$ cat config.mk
export PLATFORM = sky130hd
export DESIGN_NAME = vsl_device_flat
export DESIGN_NICKNAME = d
export VERILOG_FILES = /design/src/verilog/vsl_pkg.sv /design/src/verilog/vsl_if.sv /design/src/verilog/vsl_device.sv /design/src/flat_wrapper.sv
export SDC_FILE = /design/constraint.sdc
export NUM_CORES = 1
export LEC_CHECK = 0
export BUFFER_PORTS_ARGS = -buffer_cell sky130_fd_sc_hd__buf_4
export CORE_UTILIZATION = 50
export CTS_CLUSTER_SIZE = 40
export DETAILED_ROUTE_END_ITERATION = 7
export GPL_TIMING_DRIVEN = 0
export PLACE_DENSITY = 0.68
export RECOVER_POWER = 50
export SLEW_MARGIN = 0
export SYNTH_ARGS = -nofsm -noshare
export SYNTH_HDL_FRONTEND = slang
export SYNTH_SLANG_ARGS = --single-unit
$ cat constraint.sdc
create_clock -name clk_sys -period 3.53 [get_ports clk_sys]
set_input_delay 0.353 -clock clk_sys [delete_from_list [all_inputs] [get_ports clk_sys]]
set_output_delay 0.353 -clock clk_sys [all_outputs]
set_load 0.02 [all_outputs]
$ cat src/verilog/vsl_pkg.sv
// What this block does
// - address strobe starts row strobe and address pass
// - activity flag shows strobe release and refresh
// - enabled holdoff blocks local cycles and refresh
// - ack high in window: drive nothing
// - holdoff tristates least significant transceiver
// - external logic drives other transceiver enables
// - ack low returns bus to device
// - local master raises ack, waits 2T
// - holdoff stalls addressed accesses and refresh
// - missed refreshes burst first, up to 256
// - disabled holdoff: ack only completes cycles
// - read-ahead only for block reads
// - device avoids read-ahead at boundary
// - strobe release ends cycle, drops controls
// - fifo logic gates read and ack
// - block writes posted, acked before local
// - single writes acked after local completion
// - failed posted write still gets dtack
// - bus error ignored, strobe release terminates
// - one synchronous clock, counted timings
//
// Purpose: shared constants for the slave local-bus control pair
// Assumes: one clock, clk_sys at 125 MHz
// Notes:   no software-visible registers
package vsl_pkg;
  localparam int unsigned CLK_PERIOD_NS     = 8;
  localparam int unsigned GRAB_WAIT_T       = 2;    // wait in clock periods
  localparam int unsigned REFRESH_MAX_MISS  = 256;
  localparam int unsigned REFRESH_INTERVAL  = 1000; // cycles between refresh requests
  localparam int unsigned REFRESH_LEN       = 4;    // cycles per refresh burst
  localparam int unsigned LOCAL_MIN_CYCLES  = 2;    // least local strobe width, less one clock period
  localparam int unsigned MISS_W            = 9;
  localparam logic [8:0]  MISS_RESET        = 9'h000;
  localparam logic [7:0]  BLK_BOUNDARY_MASK = 8'hff;
endpackage : vsl_pkg

$ cat src/verilog/vsl_if.sv
`timescale 1ns/1ns
// Purpose: local-bus link between the slave controller and a local master
// Assumes: all signals synchronous to clk_sys
// Notes:   the transceiver enable is a three-state style pin, low enable drives
interface vsl_if;
  logic local_cycle_ack;            // from local side
  logic local_activity_flag;        // device activity
  logic local_strobe;               // local cycle strobe
  logic local_write;                // direction of local cycle
  logic row_strobe;                 // dram row strobe
  logic refresh_active;             // refresh burst in progress
  logic transceiver_addr_drive_en;  // ls transceiver drive
  logic ls_xcvr_oe_n;               // low while device drives ls transceiver
  logic holdoff_active;             // holdoff state
  logic ext_xcvr_addr_drive_en;     // driven by local master for upper ones

  modport device (
    input  local_cycle_ack,
    input  ext_xcvr_addr_drive_en,
    output local_activity_flag,
    output local_strobe,
    output local_write,
    output row_strobe,
    output refresh_active,
    output transceiver_addr_drive_en,
    output ls_xcvr_oe_n,
    output holdoff_active
  );
  modport master (
    output local_cycle_ack,
    output ext_xcvr_addr_drive_en,
    input  local_activity_flag,
    input  local_strobe,
    input  local_write,
    input  row_strobe,
    input  refresh_active,
    input  transceiver_addr_drive_en,
    input  ls_xcvr_oe_n,
    input  holdoff_active
  );
endinterface : vsl_if

$ cat src/verilog/vsl_device.sv
`timescale 1ns/1ns
// Purpose: slave-side local cycle control: holdoff, refresh catch-up, read-ahead, posting
// Assumes: vme strobes already synchronised to clk_sys, active high here
// Notes:   bus error line deliberately absent; strobe release ends every local cycle
module vsl_device #(
  parameter int unsigned REFRESH_INTERVAL = vsl_pkg::REFRESH_INTERVAL
) (
  input  wire logic clk_sys,
  input  wire logic reset_n,
  input  wire logic clk_en,
  input  wire logic holdoff_enable,
  input  wire logic vme_as,
  input  wire logic vme_ds,
  input  wire logic vme_write,
  input  wire logic vme_block,
  input  wire logic vme_selected,
  input  wire logic [7:0] vme_addr_low,
  output logic      vme_dtack,
  vsl_if.device     lb
);
  typedef enum logic [2:0] {
    ST_IDLE,
    ST_HOLD,
    ST_CATCHUP,
    ST_LOCAL,
    ST_DTACK,
    ST_AHEAD
  } vsl_state_e;

  vsl_state_e                  state_reg;
  logic [vsl_pkg::MISS_W-1:0]  miss_reg;
  logic [15:0]                 rtimer_reg;
  logic [2:0]                  rlen_reg;
  logic                        rpend_reg;
  logic [2:0]                  lcnt_reg;
  logic                        as_q_reg;
  logic                        act_reg;

  logic                        ref_busy;
  logic                        ref_tick;
  logic                        hold_take;
  logic                        lmin_ok;
  logic                        boundary;
  logic                        held;
  logic                        post;
  logic                        cycle_run;
  logic                        catch_go;
  logic                        routine_go;

  // a refresh burst is running while its length counter is nonzero
  assign ref_busy   = (rlen_reg != 3'd0);
  assign ref_tick   = (rtimer_reg == 16'(REFRESH_INTERVAL - 1));
  // holdoff is taken only in the strobe-high window with no refresh running,
  // so a local cycle that has already begun is never cut short
  assign hold_take  = holdoff_enable && lb.local_cycle_ack && !vme_as && !ref_busy;
  assign lmin_ok    = (lcnt_reg >= 3'(vsl_pkg::LOCAL_MIN_CYCLES));
  assign boundary   = ((vme_addr_low & vsl_pkg::BLK_BOUNDARY_MASK) == 8'h00);
  assign held       = (state_reg == ST_HOLD);
  // posted block writes take dtack as soon as the data is latched
  assign post       = (state_reg == ST_LOCAL) && vme_write && vme_block && vme_ds;
  assign cycle_run  = (state_reg == ST_LOCAL) || (state_reg == ST_AHEAD);
  // catch-up bursts outrank routine ones and any new vme access
  assign catch_go   = !ref_busy && (state_reg == ST_CATCHUP) &&
                      (miss_reg != vsl_pkg::MISS_RESET);
  assign routine_go = !ref_busy && rpend_reg && (state_reg == ST_IDLE) &&
                      !vme_as && !hold_take;

  always_ff @(posedge clk_sys or negedge reset_n) begin
    if (!reset_n) begin
      as_q_reg <= 1'b0;
    end else if (clk_en) begin
      as_q_reg <= vme_as;
    end
  end

  // refresh interval timer; free running so missed intervals can be counted
  always_ff @(posedge clk_sys or negedge reset_n) begin
    if (!reset_n) begin
      rtimer_reg <= 16'h0000;
    end else if (clk_en) begin
      rtimer_reg <= ref_tick ? 16'h0000 : rtimer_reg + 16'h0001;
    end
  end

  // length of the refresh burst in progress
  always_ff @(posedge clk_sys or negedge reset_n) begin
    if (!reset_n) begin
      rlen_reg <= 3'd0;
    end else if (clk_en) begin
      if (ref_busy) begin
        rlen_reg <= rlen_reg - 3'd1;
      end else if (catch_go || routine_go) begin
        rlen_reg <= 3'(vsl_pkg::REFRESH_LEN);
      end
    end
  end

  // missed bursts are counted only while held off and saturate at the limit;
  // a longer holdoff loses refreshes, which the user must avoid
  always_ff @(posedge clk_sys or negedge reset_n) begin
    if (!reset_n) begin
      miss_reg <= vsl_pkg::MISS_RESET;
    end else if (clk_en) begin
      if (ref_tick && held) begin
        if (miss_reg != 9'(vsl_pkg::REFRESH_MAX_MISS)) begin
          miss_reg <= miss_reg + 9'h001;
        end
      end else if (catch_go) begin
        miss_reg <= miss_reg - 9'h001;
      end
    end
  end

  // routine refresh request; a new tick wins over the clear
  always_ff @(posedge clk_sys or negedge reset_n) begin
    if (!reset_n) begin
      rpend_reg <= 1'b0;
    end else if (clk_en) begin
      if (ref_tick && !held) begin
        rpend_reg <= 1'b1;
      end else if (routine_go) begin
        rpend_reg <= 1'b0;
      end
    end
  end

  // local strobe width counted in clock periods, no analog delays
  always_ff @(posedge clk_sys or negedge reset_n) begin
    if (!reset_n) begin
      lcnt_reg <= 3'd0;
    end else if (clk_en) begin
      if (!cycle_run) begin
        lcnt_reg <= 3'd0;
      end else if (lcnt_reg != 3'd7) begin
        lcnt_reg <= lcnt_reg + 3'd1;
      end
    end
  end

  always_ff @(posedge clk_sys or negedge reset_n) begin
    if (!reset_n) begin
      state_reg <= ST_IDLE;
    end else if (clk_en) begin
      case (state_reg)
        ST_IDLE: begin
          if (hold_take) begin
            state_reg <= ST_HOLD;
          end else if (vme_as && vme_ds && vme_selected && !ref_busy) begin
            state_reg <= ST_LOCAL;
          end
        end

        ST_HOLD: begin
          if (!lb.local_cycle_ack) begin
            state_reg <= ST_CATCHUP;
          end
        end

        ST_CATCHUP: begin
          if (miss_reg == vsl_pkg::MISS_RESET && !ref_busy) begin
            state_reg <= ST_IDLE;
          end
        end

        ST_LOCAL: begin
          if (!vme_as) begin
            state_reg <= ST_IDLE;
          end else if (vme_write && vme_block && !vme_ds) begin
            state_reg <= ST_LOCAL;
          end else if (lmin_ok && !lb.local_cycle_ack) begin
            state_reg <= ST_DTACK;
          end
        end

        ST_DTACK: begin
          if (!vme_as) begin
            state_reg <= ST_IDLE;
          end else if (!vme_ds) begin
            state_reg <= (vme_block && !vme_write && !boundary) ? ST_AHEAD : ST_IDLE;
          end
        end

        // read-ahead is simply dropped if the strobe goes away first
        ST_AHEAD: begin
          if (!vme_as) begin
            state_reg <= ST_IDLE;
          end else if (vme_ds && lmin_ok && !lb.local_cycle_ack) begin
            state_reg <= ST_DTACK;
          end
        end

        default: state_reg <= ST_IDLE;
      endcase
    end
  end

  // activity shows strobe returning high and refresh
  always_ff @(posedge clk_sys or negedge reset_n) begin
    if (!reset_n) begin
      act_reg <= 1'b0;
    end else if (clk_en) begin
      act_reg <= (vme_as && !held) || ref_busy || (!vme_as && as_q_reg);
    end
  end

  assign vme_dtack                    = !held && ((state_reg == ST_DTACK) || post);
  assign lb.local_activity_flag       = act_reg;
  assign lb.row_strobe                = !held && (vme_as || ref_busy);
  assign lb.transceiver_addr_drive_en = !held && vme_as;
  assign lb.ls_xcvr_oe_n              = held || !vme_as;
  assign lb.local_strobe              = vme_as && cycle_run;
  assign lb.local_write               = lb.local_strobe && vme_write;
  assign lb.refresh_active            = ref_busy;
  assign lb.holdoff_active            = held;
endmodule : vsl_device

$ cat src/flat_wrapper.sv
// flat-port wrapper written by rule: the top's interface ports become plain ports
module vsl_device_flat 
#(
  parameter int unsigned REFRESH_INTERVAL = vsl_pkg::REFRESH_INTERVAL
)
  (clk_sys, reset_n, clk_en, holdoff_enable, vme_as, vme_ds, vme_write, vme_block, vme_selected, vme_addr_low, vme_dtack, lb_local_cycle_ack, lb_ext_xcvr_addr_drive_en, lb_local_activity_flag, lb_local_strobe, lb_local_write, lb_row_strobe, lb_refresh_active, lb_transceiver_addr_drive_en, lb_ls_xcvr_oe_n, lb_holdoff_active);
  vsl_if lb_i ();
  input  wire logic clk_sys;
  input  wire logic reset_n;
  input  wire logic clk_en;
  input  wire logic holdoff_enable;
  input  wire logic vme_as;
  input  wire logic vme_ds;
  input  wire logic vme_write;
  input  wire logic vme_block;
  input  wire logic vme_selected;
  input  wire logic [7:0] vme_addr_low;
  output logic vme_dtack;
  input wire logic [$bits(lb_i.local_cycle_ack)-1:0] lb_local_cycle_ack;
  input wire logic [$bits(lb_i.ext_xcvr_addr_drive_en)-1:0] lb_ext_xcvr_addr_drive_en;
  output wire logic [$bits(lb_i.local_activity_flag)-1:0] lb_local_activity_flag;
  output wire logic [$bits(lb_i.local_strobe)-1:0] lb_local_strobe;
  output wire logic [$bits(lb_i.local_write)-1:0] lb_local_write;
  output wire logic [$bits(lb_i.row_strobe)-1:0] lb_row_strobe;
  output wire logic [$bits(lb_i.refresh_active)-1:0] lb_refresh_active;
  output wire logic [$bits(lb_i.transceiver_addr_drive_en)-1:0] lb_transceiver_addr_drive_en;
  output wire logic [$bits(lb_i.ls_xcvr_oe_n)-1:0] lb_ls_xcvr_oe_n;
  output wire logic [$bits(lb_i.holdoff_active)-1:0] lb_holdoff_active;
  assign lb_i.local_cycle_ack = lb_local_cycle_ack;
  assign lb_i.ext_xcvr_addr_drive_en = lb_ext_xcvr_addr_drive_en;
  assign lb_local_activity_flag = lb_i.local_activity_flag;
  assign lb_local_strobe = lb_i.local_strobe;
  assign lb_local_write = lb_i.local_write;
  assign lb_row_strobe = lb_i.row_strobe;
  assign lb_refresh_active = lb_i.refresh_active;
  assign lb_transceiver_addr_drive_en = lb_i.transceiver_addr_drive_en;
  assign lb_ls_xcvr_oe_n = lb_i.ls_xcvr_oe_n;
  assign lb_holdoff_active = lb_i.holdoff_active;
  vsl_device #(.REFRESH_INTERVAL(REFRESH_INTERVAL)) u_core (.clk_sys(clk_sys), .reset_n(reset_n), .clk_en(clk_en), .holdoff_enable(holdoff_enable), .vme_as(vme_as), .vme_ds(vme_ds), .vme_write(vme_write), .vme_block(vme_block), .vme_selected(vme_selected), .vme_addr_low(vme_addr_low), .vme_dtack(vme_dtack), .lb(lb_i));
endmodule
---- Yosys cells after proc, flatten, opt, wreduce, memory -nomap -nowiden ----
Cells that the tools add are included.
storage, ports and cells
  register bits after elaboration ......... 37
  latch bits .............................. 0
  RAM bits ................................ 0
  bits in read-only memories .............. 0
  input bits .............................. 19
  output and inout port bits .............. 9
  logic and storage cells ................. 112
  memories ................................ 0
operators by class
  $add $sub $neg .......................... 5
  $mul .................................... 0
  div/mod/pow operators ................... 0
  $lt $le $gt $ge ......................... 1
  equal/unequal tests ..................... 16
  shift-type cells ........................ 0
  mux-type cells .......................... 23
  bitwise operators ....................... 0
  reductions and logical operators ........ 59
operators with widths
  operator                                                                  number
  3-bit two-way mux                                                         16
  1-bit logical AND                                                         31
  9-bit two-way mux                                                         3
  3-bit case mux with 6 select lines                                        1
  16-bit by 1-bit adder with 16-bit output (second input constant)          1
  16-bit by 10-bit equality test with 1-bit output (second input constant)  1
  16-bit two-way mux                                                        1
  9-bit by 1-bit adder with 9-bit output (second input constant)            1
  9-bit zero test                                                           1
  3-bit inequality test (second input constant)                             3
  9-bit inequality test (second input constant)                             1
  9-bit nonzero test                                                        1
  9-bit by 1-bit subtractor with 9-bit output (second input constant)       1
  1-bit zero test                                                           8
  8-bit zero test                                                           1
  2-bit inequality test (second input constant)                             4
  1-bit logical OR                                                          7
  7-bit AND reduction                                                       1
  3-bit by 2-bit equality test with 1-bit output (second input constant)    2
  3-bit equality test (second input constant)                               2
  2-bit AND reduction                                                       3
  2-bit nonzero test                                                        3
  4-bit inequality test (second input constant)                             1
  3-bit by 1-bit adder with 3-bit output (second input constant)            1
  8 further kinds                                                           9

---- Depth between registers and ports, before layout ----
Gate-level depths: netlist of run 1.
  depth in word-level cells ............... 9
  gate-level depth with buffers ........... 14
  depth with buffers taken out ............ 12

---- Worst setup path after synthesis of run 1 ----
OpenSTA, ideal clock, no wires.
  kind .................................... flip-flop to flip-flop
  start ................................... register u_core.rtimer_reg[3]
  end ..................................... register u_core.miss_reg[8] in the netlist's numbering
  arrival time ............................ 2.952 ns
  data required time ...................... 3.404 ns
  slack ................................... 0.452 ns
  stages on the path, launching flop included .. 13
  path buffers ............................ 1
  path through ............................ dfrtp_1 or4b_4 nor4_4 and2_1 buf_6 inv_1 ha_1 nor2b_1 o2111ai_1 nand3_1 o211ai_1 and4_1 o32a_1
on the way
  longest elaborated chain between the ends .. 4
  elaborated cells between the ends (all ways) .. 6
ends and longest elaborated chain
  what                                                                                 line               text
  from (decl)                                                                          vsl_device.sv:32   logic [15:0] rtimer_reg;
  from (signal assigned)                                                               vsl_device.sv:81   rtimer_reg <= ref_tick ? 16'h0000 : rtimer_reg + 16'h0001;
  16-bit by 10-bit equality test with 1-bit output *                                   vsl_device.sv:52   assign ref_tick = (rtimer_reg == 16'(REFRESH_INTERVAL - 1));
  1-bit logical AND *                                                                  vsl_device.sv:104  if (ref_tick && held) begin
  2-bit inequality test (no source line) / 2-bit nonzero test (equally long branches)  n/a
  3-bit AND reduction (no source line)                                                 n/a
  to (signal assigned)                                                                 vsl_device.sv:102  miss_reg <= vsl_pkg::MISS_RESET;
  to (signal assigned)                                                                 vsl_device.sv:106  miss_reg <= miss_reg + 9'h001;
  to (signal assigned)                                                                 vsl_device.sv:109  miss_reg <= miss_reg - 9'h001;
  to (decl)                                                                            vsl_device.sv:31   logic [vsl_pkg::MISS_W-1:0] miss_reg;
Mark *: on every way between the ends. The rest lies on a longest branch, timed or not.
A chain may end at the register's enable or synchronous reset.

---- Worst setup path after layout of run 1 ----
Ends and elaborated chain as after synthesis.

==> metrics.md, run 1 <==
| Metric | Value |
|---|---|
| Hold endpoint | u_core.rtimer_reg[15]$_DFFE_PN0P_ |
| Final max-slew violation count | 38 |
| Mapped Nets | 273 |
| Antenna-violating nets left | 0 |
| Clock net sink count | 37 |
| Total number of vias | 1,872 |
| Relative slew slack | -30.4% |
| Number of flip-flops in the largest register | 16 |
| CTS Buffer Depth | 2 |
| Crit path kind | reg -> reg |
| Global routing usage on met2 | 33.9% |
| Average footprint of a synthesized cell | 9.67 µm² |
| Most instantiated library cell after synthesis | dfrtp_1 |
| Width of the die | 70.6 µm |
| Buffer cell driving the clock tree root | clkbuf_8 |
| TritonCTS clock tree | done |
| Post-detailed-route via-to-cell ratio | 5.66 |
| Final period util | 94.6% |
| Global-route total usage across every layer | 20.9% |
| Reported max-cap violation count | 1 |
| CTS H-tree depth | 2 |
| Number of enable flip-flop cells after synthesis | 0 |
| HPWL after detailed placement | 3420 µm |
| Total overflow reported by the global router | 0 |
| Transition time at the pin with the least slew margin | 1.96 ns |
| Leading register cell type out of synthesis | dfrtp_1 |
| Core Region | 0.00444 mm² |
| Max IR drop VDD | 0.327 mV |
| Row count | 24 |
| Pin count of the biggest net entering global routing | 38 |
| Start point of the worst hold path | u_core.rtimer_reg[15]$_DFFE_PN0P_ |
| Routability cong. | 0.849 |
| Synth cell types | 50 |
| First drt pass iteration count | 4 |
| Async set-reset flop share out of synthesis | 100% |
| Sort of element at the end of the critical path | register |
| Share of synthesized cell area in full adder, half adder and majority cells | 6.18% |
| Antenna violations before repair | 0 |
| Synth area leaders | dfrtp_1, ha_1, xnor2_1, mux2_4, nor2_1 |
| Crit path DAT | 3.52 ns |
| Minimum period implied by the final worst setup slack | 3.34 ns |
| Compound-cell area share of the yosys netlist | 10.6% |
| Number of top-level design ports | 28 |
| Syn-to-layout area delta | 16.8% |
| Yosys top cell area share | 39.4% |
| Worst min path class | reg -> reg |
| Sum Neg Setup Slack | 0 ns |
| Violations in the final reports | max-capacitance violations, max-slew violations |
| Number of DRC markers after the initial detailed-route iteration | 118 |
| # port buffers | 26 |
| Worst Hold Depth | 1 |
| Post-synth design cell area | 0.00235 mm² |
| Via count of the first global-routing pass | 1,813 |
| Routed WL per cell | 14.1 µm |
| Clock input transition at the sequential cells of the worst setup and hold paths | 0.08 ns |
| Worst-case reg-to-reg path depth | 12 |
| TritonCTS Buffers | 5 |
| Total power after layout | 2.04 mW |
| Reg2Reg Launch Point | u_core.rtimer_reg[3]$_DFFE_PN0P_ |
| DRC viols | 0 |
| Post-synthesis mux area share | 6.55% |
| Clock Skew | 0.00563 ns |
| Global route hottest layer | met2 |
| CP Max Fanout | 6 |
| Highest Clock Rate | 299 MHz |
| Register-to-register setup slack | 0.19 ns |
| Combinational family with the most area after synthesis | simple AND/OR/NAND/NOR gates |
| Top cell types by occurrence after synthesis | dfrtp_1, nor2_1, nand2_1 |
| Wire length of the first global-routing pass | 8150 µm |
| Unrepaired setup endpoints after global routing | no |
| Area share of xor/xnor cells in the synthesized design | 8.20% |
| Warnings from Yosys | 0 |
| Met1 global-route usage | 27.8% |
| Net count reported at finish | 308 |
| Clock insertion delay at the later pin of the skew report | 0.29 ns |
| Global routing usage on met3 | 4.27% |
| Gate count of the mapped netlist | 243 |
| Fraction of layout instances using a drive strength above 1 | 19.0% |
| Number of synthesized register bits | 37 |
| Initial cell density of the core | 52.9% |
| Setup violation total in the final timing report | 0 |
| Share of the yosys chip area belonging to registers | 39.4% |
| Hold Vio Cnt, Final | 0 |
| Height of the chip | 70.6 µm |
| Sum of routed wire length over all layers | 4660 µm |
| Antenna cell count | 0 |
| Simple-gate share of the synthesized area | 25.7% |
| P per Cell Area | 744 mW/mm² |
| Required time of the worst setup path | 3.71 ns |
| Reported leakage power | 1.25 nW |
| Die area | 0.00498 mm² |
| End of the worst register-to-register path | u_core.miss_reg[8]$_DFFE_PN0P_ |
| Nature of the critical path startpoint | register |
| Yosys top cell by area | dfrtp_1 |
| Run status | complete, but fails checks |
## layout make-up
| type | instances | area, µm² |
|---|---|---|
| multi-input combinational | 188 | 1360 |
| clock inverter | 2 | 38.8 |
| tap | 52 | 65.1 |
| sequential | 37 | 927 |
| clock buffer | 6 | 72.6 |
| timing repair buffer | 28 | 203 |
| buffer | 9 | 41.3 |
| inverter | 9 | 37.5 |
| fill | 404 | 1700 |
## kinds of logic (layout without fill, tap and decap cells)
kind of cell    count (synthesis)  count (layout)
simple gates                  111             111
flops                          37              37
compound gates                 32              32
xor+xnor                       22              22
buf+inv                        18              54
mux                            12              12
fa+ha+maj                      11              11
## stage by stage
step / utilization, % / cell area [µm²] / hold slack [ns] / setup WS [ns] / cells
after detailed placement: 58.7 / 2610 / 0.345 / 0.0986 / 321
final: 61.8 / 2750 / 0.484 / 0.189 / 331
after global placement: 58.7 / 2610 / 0.348 / 0.0850 / 321
after CTS: 61.2 / 2720 / 0.0232 / 0.0633 / 329
after floorplan: - / 2350 / 0.0574 / 0.452 / 243
after global routing: 61.8 / 2750 / 0.519 / 0.00470 / 331
## where the power goes
group	switching [mW]	internal (mW)	leakage, nW
registers	0.113	0.553	0.471
logic	0.522	0.483	0.723
clock network	0.161	0.212	0.0554
total	0.795	1.25	1.25
## cells in the final DEF (no fill, tap or decap), drive strengths merged, types with 7 or more instances in the layout
cell type and count:
dfrtp 37, nor2 24, xnor2 13, inv 8, nor4 7, buf 27
xor2 9, ha 10, nand2 20, nand3 15, mux2 9, clkbuf 16
## how the worst max path moves through the flow
stage | from | end | slack [ns] | cells past startpoint
after detailed placement | u_core.rtimer_reg[3]$_DFFE_PN0P_ | u_core.miss_reg[8]$_DFFE_PN0P_ | 0.1 | 12
final | u_core.rtimer_reg[3]$_DFFE_PN0P_ | u_core.miss_reg[8]$_DFFE_PN0P_ | 0.19 | 12
after global placement | u_core.rtimer_reg[3]$_DFFE_PN0P_ | u_core.miss_reg[8]$_DFFE_PN0P_ | 0.08 | 12
after floorplan | u_core.rtimer_reg[3]$_DFFE_PN0P_ | u_core.miss_reg[8]$_DFFE_PN0P_ | 0.45 | 12
after global routing | u_core.rtimer_reg[3]$_DFFE_PN0P_ | u_core.miss_reg[8]$_DFFE_PN0P_ | 0.005 | 12
after CTS | u_core.rtimer_reg[3]$_DFFE_PN0P_ | u_core.miss_reg[8]$_DFFE_PN0P_ | 0.06 | 12
## critical path: stages, from the launching register on
cell	delay [ns]
dfrtp_2	0.44
or4b_4	0.56
nor4_4	0.31
and2_1	0.18
buf_6	0.13
clkinvlp_4	0.16
ha_4	0.33
nor2b_2	0.18
o2111ai_1	0.15
nand3_1	0.10
o211ai_1	0.14
and4_1	0.23
o32a_1	0.32
## layer usage
metal | routed length [µm] | up-vias
li1 | - | 942
met1 | 2310 | 879
met2 | 2100 | 47
met3 | 178 | 4
met4 | 71 | 0
met5 | 0 | -
## timing repair
item,4_1_cts,5_1_grt
setup endpoints to repair,0,1
endpoints found under the hold margin,0,0
buffers inserted,0,2
resized for setup,0,4
hold buffers,0,0
(Power assumes the default switching activity.)
==> inputs of run 2 (changes only) <==
--- a/config.mk
+++ b/config.mk
@@ -8,4 +8,5 @@
 export BUFFER_PORTS_ARGS = -buffer_cell sky130_fd_sc_hd__buf_4
 export CORE_UTILIZATION = 50
+export CTS_BUF_LIST = sky130_fd_sc_hd__clkbuf_4 sky130_fd_sc_hd__clkbuf_8 sky130_fd_sc_hd__clkbuf_16
 export CTS_CLUSTER_SIZE = 40
 export DETAILED_ROUTE_END_ITERATION = 7
==> constraint.sdc (replaced) <==
create_clock -name clk_sys -period 3.53 [get_ports clk_sys]
set_input_delay 0.706 -clock clk_sys [delete_from_list [all_inputs] [get_ports clk_sys]]
set_output_delay 0.706 -clock clk_sys [all_outputs]
set_load 0.02 [all_outputs]
==> metrics.md, run 2 (same netlist as run 1, synthesis figures left out) <==
| Metric | Value |
|---|---|
| Clock Skew | 0.00685 ns |
| Sum Neg Setup Slack | 0 ns |
| Antenna violations before repair | 0 |
| Crit path buffers/inverters | 2 |
| Row count | 24 |
| # port buffers | 26 |
| Post-detailed-route via-to-cell ratio | 5.62 |
| CTS Buffer Depth | 2 |
| Sum of routed wire length over all layers | 4640 µm |
| HPWL after detailed placement | 3420 µm |
| P per Cell Area | 745 mW/mm² |
| Worst-case reg-to-reg path depth | 12 |
| Core Region | 0.00444 mm² |
| Final max-slew violation count | 38 |
| Antenna cell count | 0 |
| Unrepaired setup endpoints after global routing | no |
| Reg2Reg Launch Point | u_core.rtimer_reg[3]$_DFFE_PN0P_ |
| Cells along the critical path | or4b_4 > nor4_4 > and2_1 > buf_6 > clkinvlp_4 > ha_4 > nor2b_2 > o2111ai_1 > nand3_1 > o211ai_1 > and4_1 > o32a_1 |
| Reported max-cap violation count | 1 |
| CP Max Fanout | 6 |
| Slowest stage cell on the critical path | or4b_4 |
| Antenna-violating nets left | 0 |
| Global-route total usage across every layer | 20.9% |
| Highest Clock Rate | 299 MHz |
| Critical path origin | u_core.rtimer_reg[3]$_DFFE_PN0P_ |
| Total number of cells along the worst setup path | 12 |
| Net count reported at finish | 308 |
| Pin count of the biggest net entering global routing | 38 |
| Minimum period implied by the final worst setup slack | 3.34 ns |
| CP Capture Point | u_core.miss_reg[8]$_DFFE_PN0P_ |
| CTS H-tree depth | 2 |
| Pre-CTS worst setup slack | 0.0986 ns |
| Worst min path class | reg -> reg |
| Total overflow reported by the global router | 0 |
| Reported leakage power | 1.25 nW |
| Cell type group with the largest total delay on the critical path | simple AND/OR/NAND/NOR gates |
| Initial cell density of the core | 52.9% |
| Total power after layout | 2.05 mW |
| Slowest cell delay on critical path | 0.56 ns |
| Violations in the final reports | max-capacitance violations, max-slew violations |
| Fraction of power spent switching nets | 38.7% |
| Wire length of the first global-routing pass | 8150 µm |
| Combinational share of power | 48.9% |
| End of the worst register-to-register path | u_core.miss_reg[8]$_DFFE_PN0P_ |
| Fraction of layout instances using a drive strength above 1 | 19.4% |
| Crit path DAT | 3.52 ns |
| Buffer cell driving the clock tree root | clkbuf_8 |
| Routed WL per cell | 14.0 µm |
| Clock Power Share | 18.6% |
| First drt pass iteration count | 4 |
| Clock input transition at the sequential cells of the worst setup and hold paths | 0.08 ns |
| Max IR drop VDD | 0.326 mV |
| Final period util | 94.6% |
| Transition time at the pin with the least slew margin | 1.95 ns |
| Required time of the worst setup path | 3.71 ns |
| Global routing usage on met3 | 4.27% |
| Portion of total power attributed to sequential cells | 32.5% |
| Routability cong. | 0.849 |
| Crit path kind | reg -> reg |
| Height of the chip | 70.6 µm |
| Register-to-register setup slack | 0.19 ns |
| Run status | complete, but fails checks |
| Relative slew slack | -29.9% |
| Global routing usage on met2 | 33.9% |
| Clock insertion delay at the later pin of the skew report | 0.29 ns |
| Number of fill cells in the layout | 403 |
| Setup violation total in the final timing report | 0 |
| Total number of vias | 1,860 |
| Internal portion of total power | 1.25 mW |
| Met1 global-route usage | 27.8% |
| Number of flip-flops in the largest register | 16 |
| TritonCTS Buffers | 5 |
| Sw Pwr | 0.793 mW |
| Sort of element at the end of the critical path | register |
| Commonest non-fill, non-tap cells in the layout | dfrtp_1, buf_4, nor2_1 |
| Worst path setup slack after routing | 0.191 ns |
| Hold Vio Cnt, Final | 0 |
| Number of DRC markers after the initial detailed-route iteration | 98 |
| Die area | 0.00498 mm² |
| DRC viols | 0 |
| Most common cell after layout, fill and taps aside | dfrtp_1 |
| Hold-fix buffers, CTS | 0 |
| Syn-to-layout area delta | 17.0% |
| Width of the die | 70.6 µm |
| Via count of the first global-routing pass | 1,814 |
| Nature of the critical path startpoint | register |
| Clock net sink count | 37 |
| Number of top-level design ports | 28 |
| TritonCTS clock tree | done |
| Global route hottest layer | met2 |
[run 2: final cells by class]
class                      count  area (µm²)  area share (%)
buffer                         9        41.3            1.50
clock buffer                   6        76.3            2.78
clock inverter                 2        38.8            1.41
inverter                       9        37.5            1.37
multi-input combinational    188        1360            49.5
sequential                    37         927            33.7
tap                           52        65.1            2.37
timing repair buffer          28         203            7.37
[run 2: worst min path at each step]
stage / start / to / slack, ns / depth (start not counted)
after floorplan: reset_n / u_core.as_q_reg$_DFFE_PN0P_ / 0.41 / 0
after global placement: u_core.rtimer_reg[15]$_DFFE_PN0P_ / u_core.rtimer_reg[15]$_DFFE_PN0P_ / 0.46 / 1
after detailed placement: u_core.rtimer_reg[15]$_DFFE_PN0P_ / u_core.rtimer_reg[15]$_DFFE_PN0P_ / 0.47 / 1
after CTS: reset_n / u_core.rtimer_reg[14]$_DFFE_PN0P_ / 0.37 / 1
after global routing: u_core.rtimer_reg[11]$_DFFE_PN0P_ / u_core.rtimer_reg[11]$_DFFE_PN0P_ / 0.52 / 1
final: u_core.rtimer_reg[15]$_DFFE_PN0P_ / u_core.rtimer_reg[15]$_DFFE_PN0P_ / 0.48 / 1
[run 2: per-stage QoR]
step	hold slack (ns)	utilization, %	std cells	instance area, µm²
2_1_floorplan	0.410	-	243	2350
3_3_place_gp	0.462	58.7	321	2610
3_5_place_dp	0.472	58.7	321	2610
4_1_cts	0.374	61.3	329	2730
5_1_grt	0.519	61.9	331	2750
6_report	0.484	61.9	331	2750
[run 2: power by group through the flow]
stage / Combinational (mW) / Clock (mW) / Sequential (mW)
4_1_cts: 0.996 / 0.390 / 0.664
6_report: 1.00 / 0.381 / 0.666
3_5_place_dp: 0.988 / 0 / 0.672
3_3_place_gp: 0.979 / 0 / 0.666
2_1_floorplan: 0.776 / 0 / 0.647
5_1_grt: 1.11 / 0.406 / 0.687
[run 2: what timing repair did]
item / in CTS / in global routing
gates resized for setup: 0 / 4
endpoints found under the hold margin: 0 / 0
endpoints found under the setup margin: 0 / 1
buffers inserted: 0 / 2
[run 2: routing by layer]
| metal | share of wire (%) | wire, µm |
|---|---|---|
| met1 | 50 | 2310 |
| met2 | 45 | 2080 |
| met3 | 3.8 | 178 |
| met4 | 1.5 | 71 |
| met5 | 0 | 0 |
==> inputs of run 3 (changes only) <==
Settings changed: REMOVE_ABC_BUFFERS set to 1.
==> metrics.md, run 3 (same netlist as run 1, synthesis figures left out) <==
| Metric | Value |
|---|---|
| Run status | complete, but fails checks |
| Violations in the final reports | max-capacitance violations, max-slew violations |
| Hold Slack | 0.487 ns |
| Final instance area | 0.00270 mm² |
| CP Max Fanout | 7 |
| Minimum period implied by the final worst setup slack | 3.39 ns |
| Worst-case reg-to-reg path depth | 11 |
| P per Cell Area | 756 mW/mm² |
| Max IR drop VDD | 0.370 mV |
| Clock insertion delay at the later pin of the skew report | 0.29 ns |
| Slowest cell delay on critical path | 0.57 ns |
| Width of the die | 70.6 µm |
| Final max-slew violation count | 38 |
| Syn-to-layout area delta | 14.7% |
| Post-Route M1 WL | 2230 µm |
| Core Region | 0.00444 mm² |
| Routed WL per cell | 14.1 µm |
| Crit path buffers/inverters | 1 |
| Worst Hold Depth | 1 |
| Cells along the critical path | or4b_4 > nor4_4 > and2_4 > inv_1 > ha_4 > nor2b_1 > o2111ai_1 > nand3_1 > o211ai_1 > and4_1 > o32a_1 |
| Reported leakage power | 1.23 nW |
| Required time of the worst setup path | 3.70 ns |
| Clock net sink count | 37 |
| Slowest stage cell on the critical path | or4b_4 |
| TritonCTS Buffers | 5 |
| CTS Buffer Depth | 2 |
| Met3 wirelength from detailed routing | 197 µm |
| Setup violation total in the final timing report | 0 |
| Final period util | 96.1% |
| Sum of routed wire length over all layers | 4520 µm |
| Worst min path class | reg -> reg |
| Antenna cell count | 0 |
| Transition time at the pin with the least slew margin | 1.96 ns |
| Initial cell density of the core | 52.9% |
| Clock input transition at the sequential cells of the worst setup and hold paths | 0.08 ns |
| Sort of element at the end of the critical path | register |
| Antenna-violating nets left | 0 |
| Highest routed metal layer | met4 |
| Number of cells after detailed placement | 312 |
| Detailed route wirelength on metal2 | 2000 µm |
| Most common cell after layout, fill and taps aside | dfrtp_1 |
| Global-route total usage across every layer | 19.9% |
| DRC viols | 0 |
| Height of the chip | 70.6 µm |
| Reported max-cap violation count | 1 |
| Cell type group with the largest total delay on the critical path | simple AND/OR/NAND/NOR gates |
| Crit path DAT | 3.56 ns |
| Total overflow reported by the global router | 0 |
| First drt pass iteration count | 4 |
| Nature of the critical path startpoint | register |
| CTS H-tree depth | 2 |
| Via count of the first global-routing pass | 1,805 |
| Crit path kind | reg -> reg |
| Number of DRC markers after the initial detailed-route iteration | 88 |
| # port buffers | 26 |
| Wire length of the first global-routing pass | 7870 µm |
| Total number of vias | 1,828 |
| Clock Skew | 0.00677 ns |
| Total number of cells along the worst setup path | 11 |
| TritonCTS clock tree | done |
| Hold Vio Cnt, Final | 0 |
| Number of top-level design ports | 28 |
| Fraction of layout instances using a drive strength above 1 | 18.7% |
| Buffer cell driving the clock tree root | clkbuf_8 |
| Non-filler instance count after layout | 320 |
| Pin count of the biggest net entering global routing | 38 |
| Relative slew slack | -30.8% |
| Highest Clock Rate | 295 MHz |
| Commonest non-fill, non-tap cells in the layout | dfrtp_1, buf_4, nor2_1 |
| Antenna violations before repair | 0 |
| Row count | 24 |
| Hold-fix buffers, CTS | 0 |
| HPWL after detailed placement | 3270 µm |
| Number of flip-flops in the largest register | 16 |
| Total power after layout | 2.04 mW |
| Post-detailed-route via-to-cell ratio | 5.71 |
| Post-place instance area | 0.00256 mm² |
| Die area | 0.00498 mm² |
| Net count reported at finish | 297 |
| Final cell utilization of the core | 60.7% |
| Routability cong. | 0.814 |
[run 3: cell count changes in the layout (fill, tap and decap cells not counted), sizes merged]
cell,change
clkinv,-1
clkbuf,-9
buf,-2
inv,+1
[run 3: per-stage QoR]
stage / worst slack [ns] / setup TNS (ns)
2_1_floorplan: 0.392 / 0
3_3_place_gp: -0.00588 / -0.00588
3_5_place_dp: -0.00160 / -0.00160
4_1_cts: 0.0637 / 0
5_1_grt: -0.0303 / -0.0303
6_report: 0.138 / 0
[run 3: routing by layer]
layer	up-vias	track usage, %
met1	854	26.6
met3	10	4.84
met4	0	8.22
li1	918	-
met2	46	31.3
met5	-	0
[run 3: cell type report]
class | instances | area [µm²]
fillers | 412 | 1750
multi-input cells | 188 | 1360
flip-flops and latches | 37 | 926
repair buffers | 26 | 191
clock buffers | 6 | 82.6
well taps | 52 | 65.1
clock inverters | 2 | 37.5
inverters | 9 | 33.8
[run 3: worst paths after layout]
kind / from / endpoint / slack, ns
hold reg to reg: u_core.rtimer_reg[15]$_DFFE_PN0P_ / u_core.rtimer_reg[15]$_DFFE_PN0P_ / 0.49
setup / recovery: u_core.rtimer_reg[3]$_DFFE_PN0P_ / u_core.miss_reg[8]$_DFFE_PN0P_ / 0.14
min in group asynchronous: reset_n / u_core.rtimer_reg[14]$_DFFE_PN0P_ / 0.96
hold / removal: u_core.rtimer_reg[15]$_DFFE_PN0P_ / u_core.rtimer_reg[15]$_DFFE_PN0P_ / 0.49
setup reg to reg: u_core.rtimer_reg[3]$_DFFE_PN0P_ / u_core.miss_reg[8]$_DFFE_PN0P_ / 0.14
max in group asynchronous: reset_n / u_core.miss_reg[0]$_DFFE_PN0P_ / 1.44
[run 3: repair_timing]
action,4_1_cts,5_1_grt
resized for setup,1,2
setup buffers,0,0
endpoints found under the setup margin,1,1
[run 3: power by group]
group / switching, mW / internal, mW / total, mW
registers: 0.158 / 0.551 / 0.709
logic: 0.480 / 0.471 / 0.951
clock network: 0.149 / 0.230 / 0.378
total: 0.786 / 1.25 / 2.04
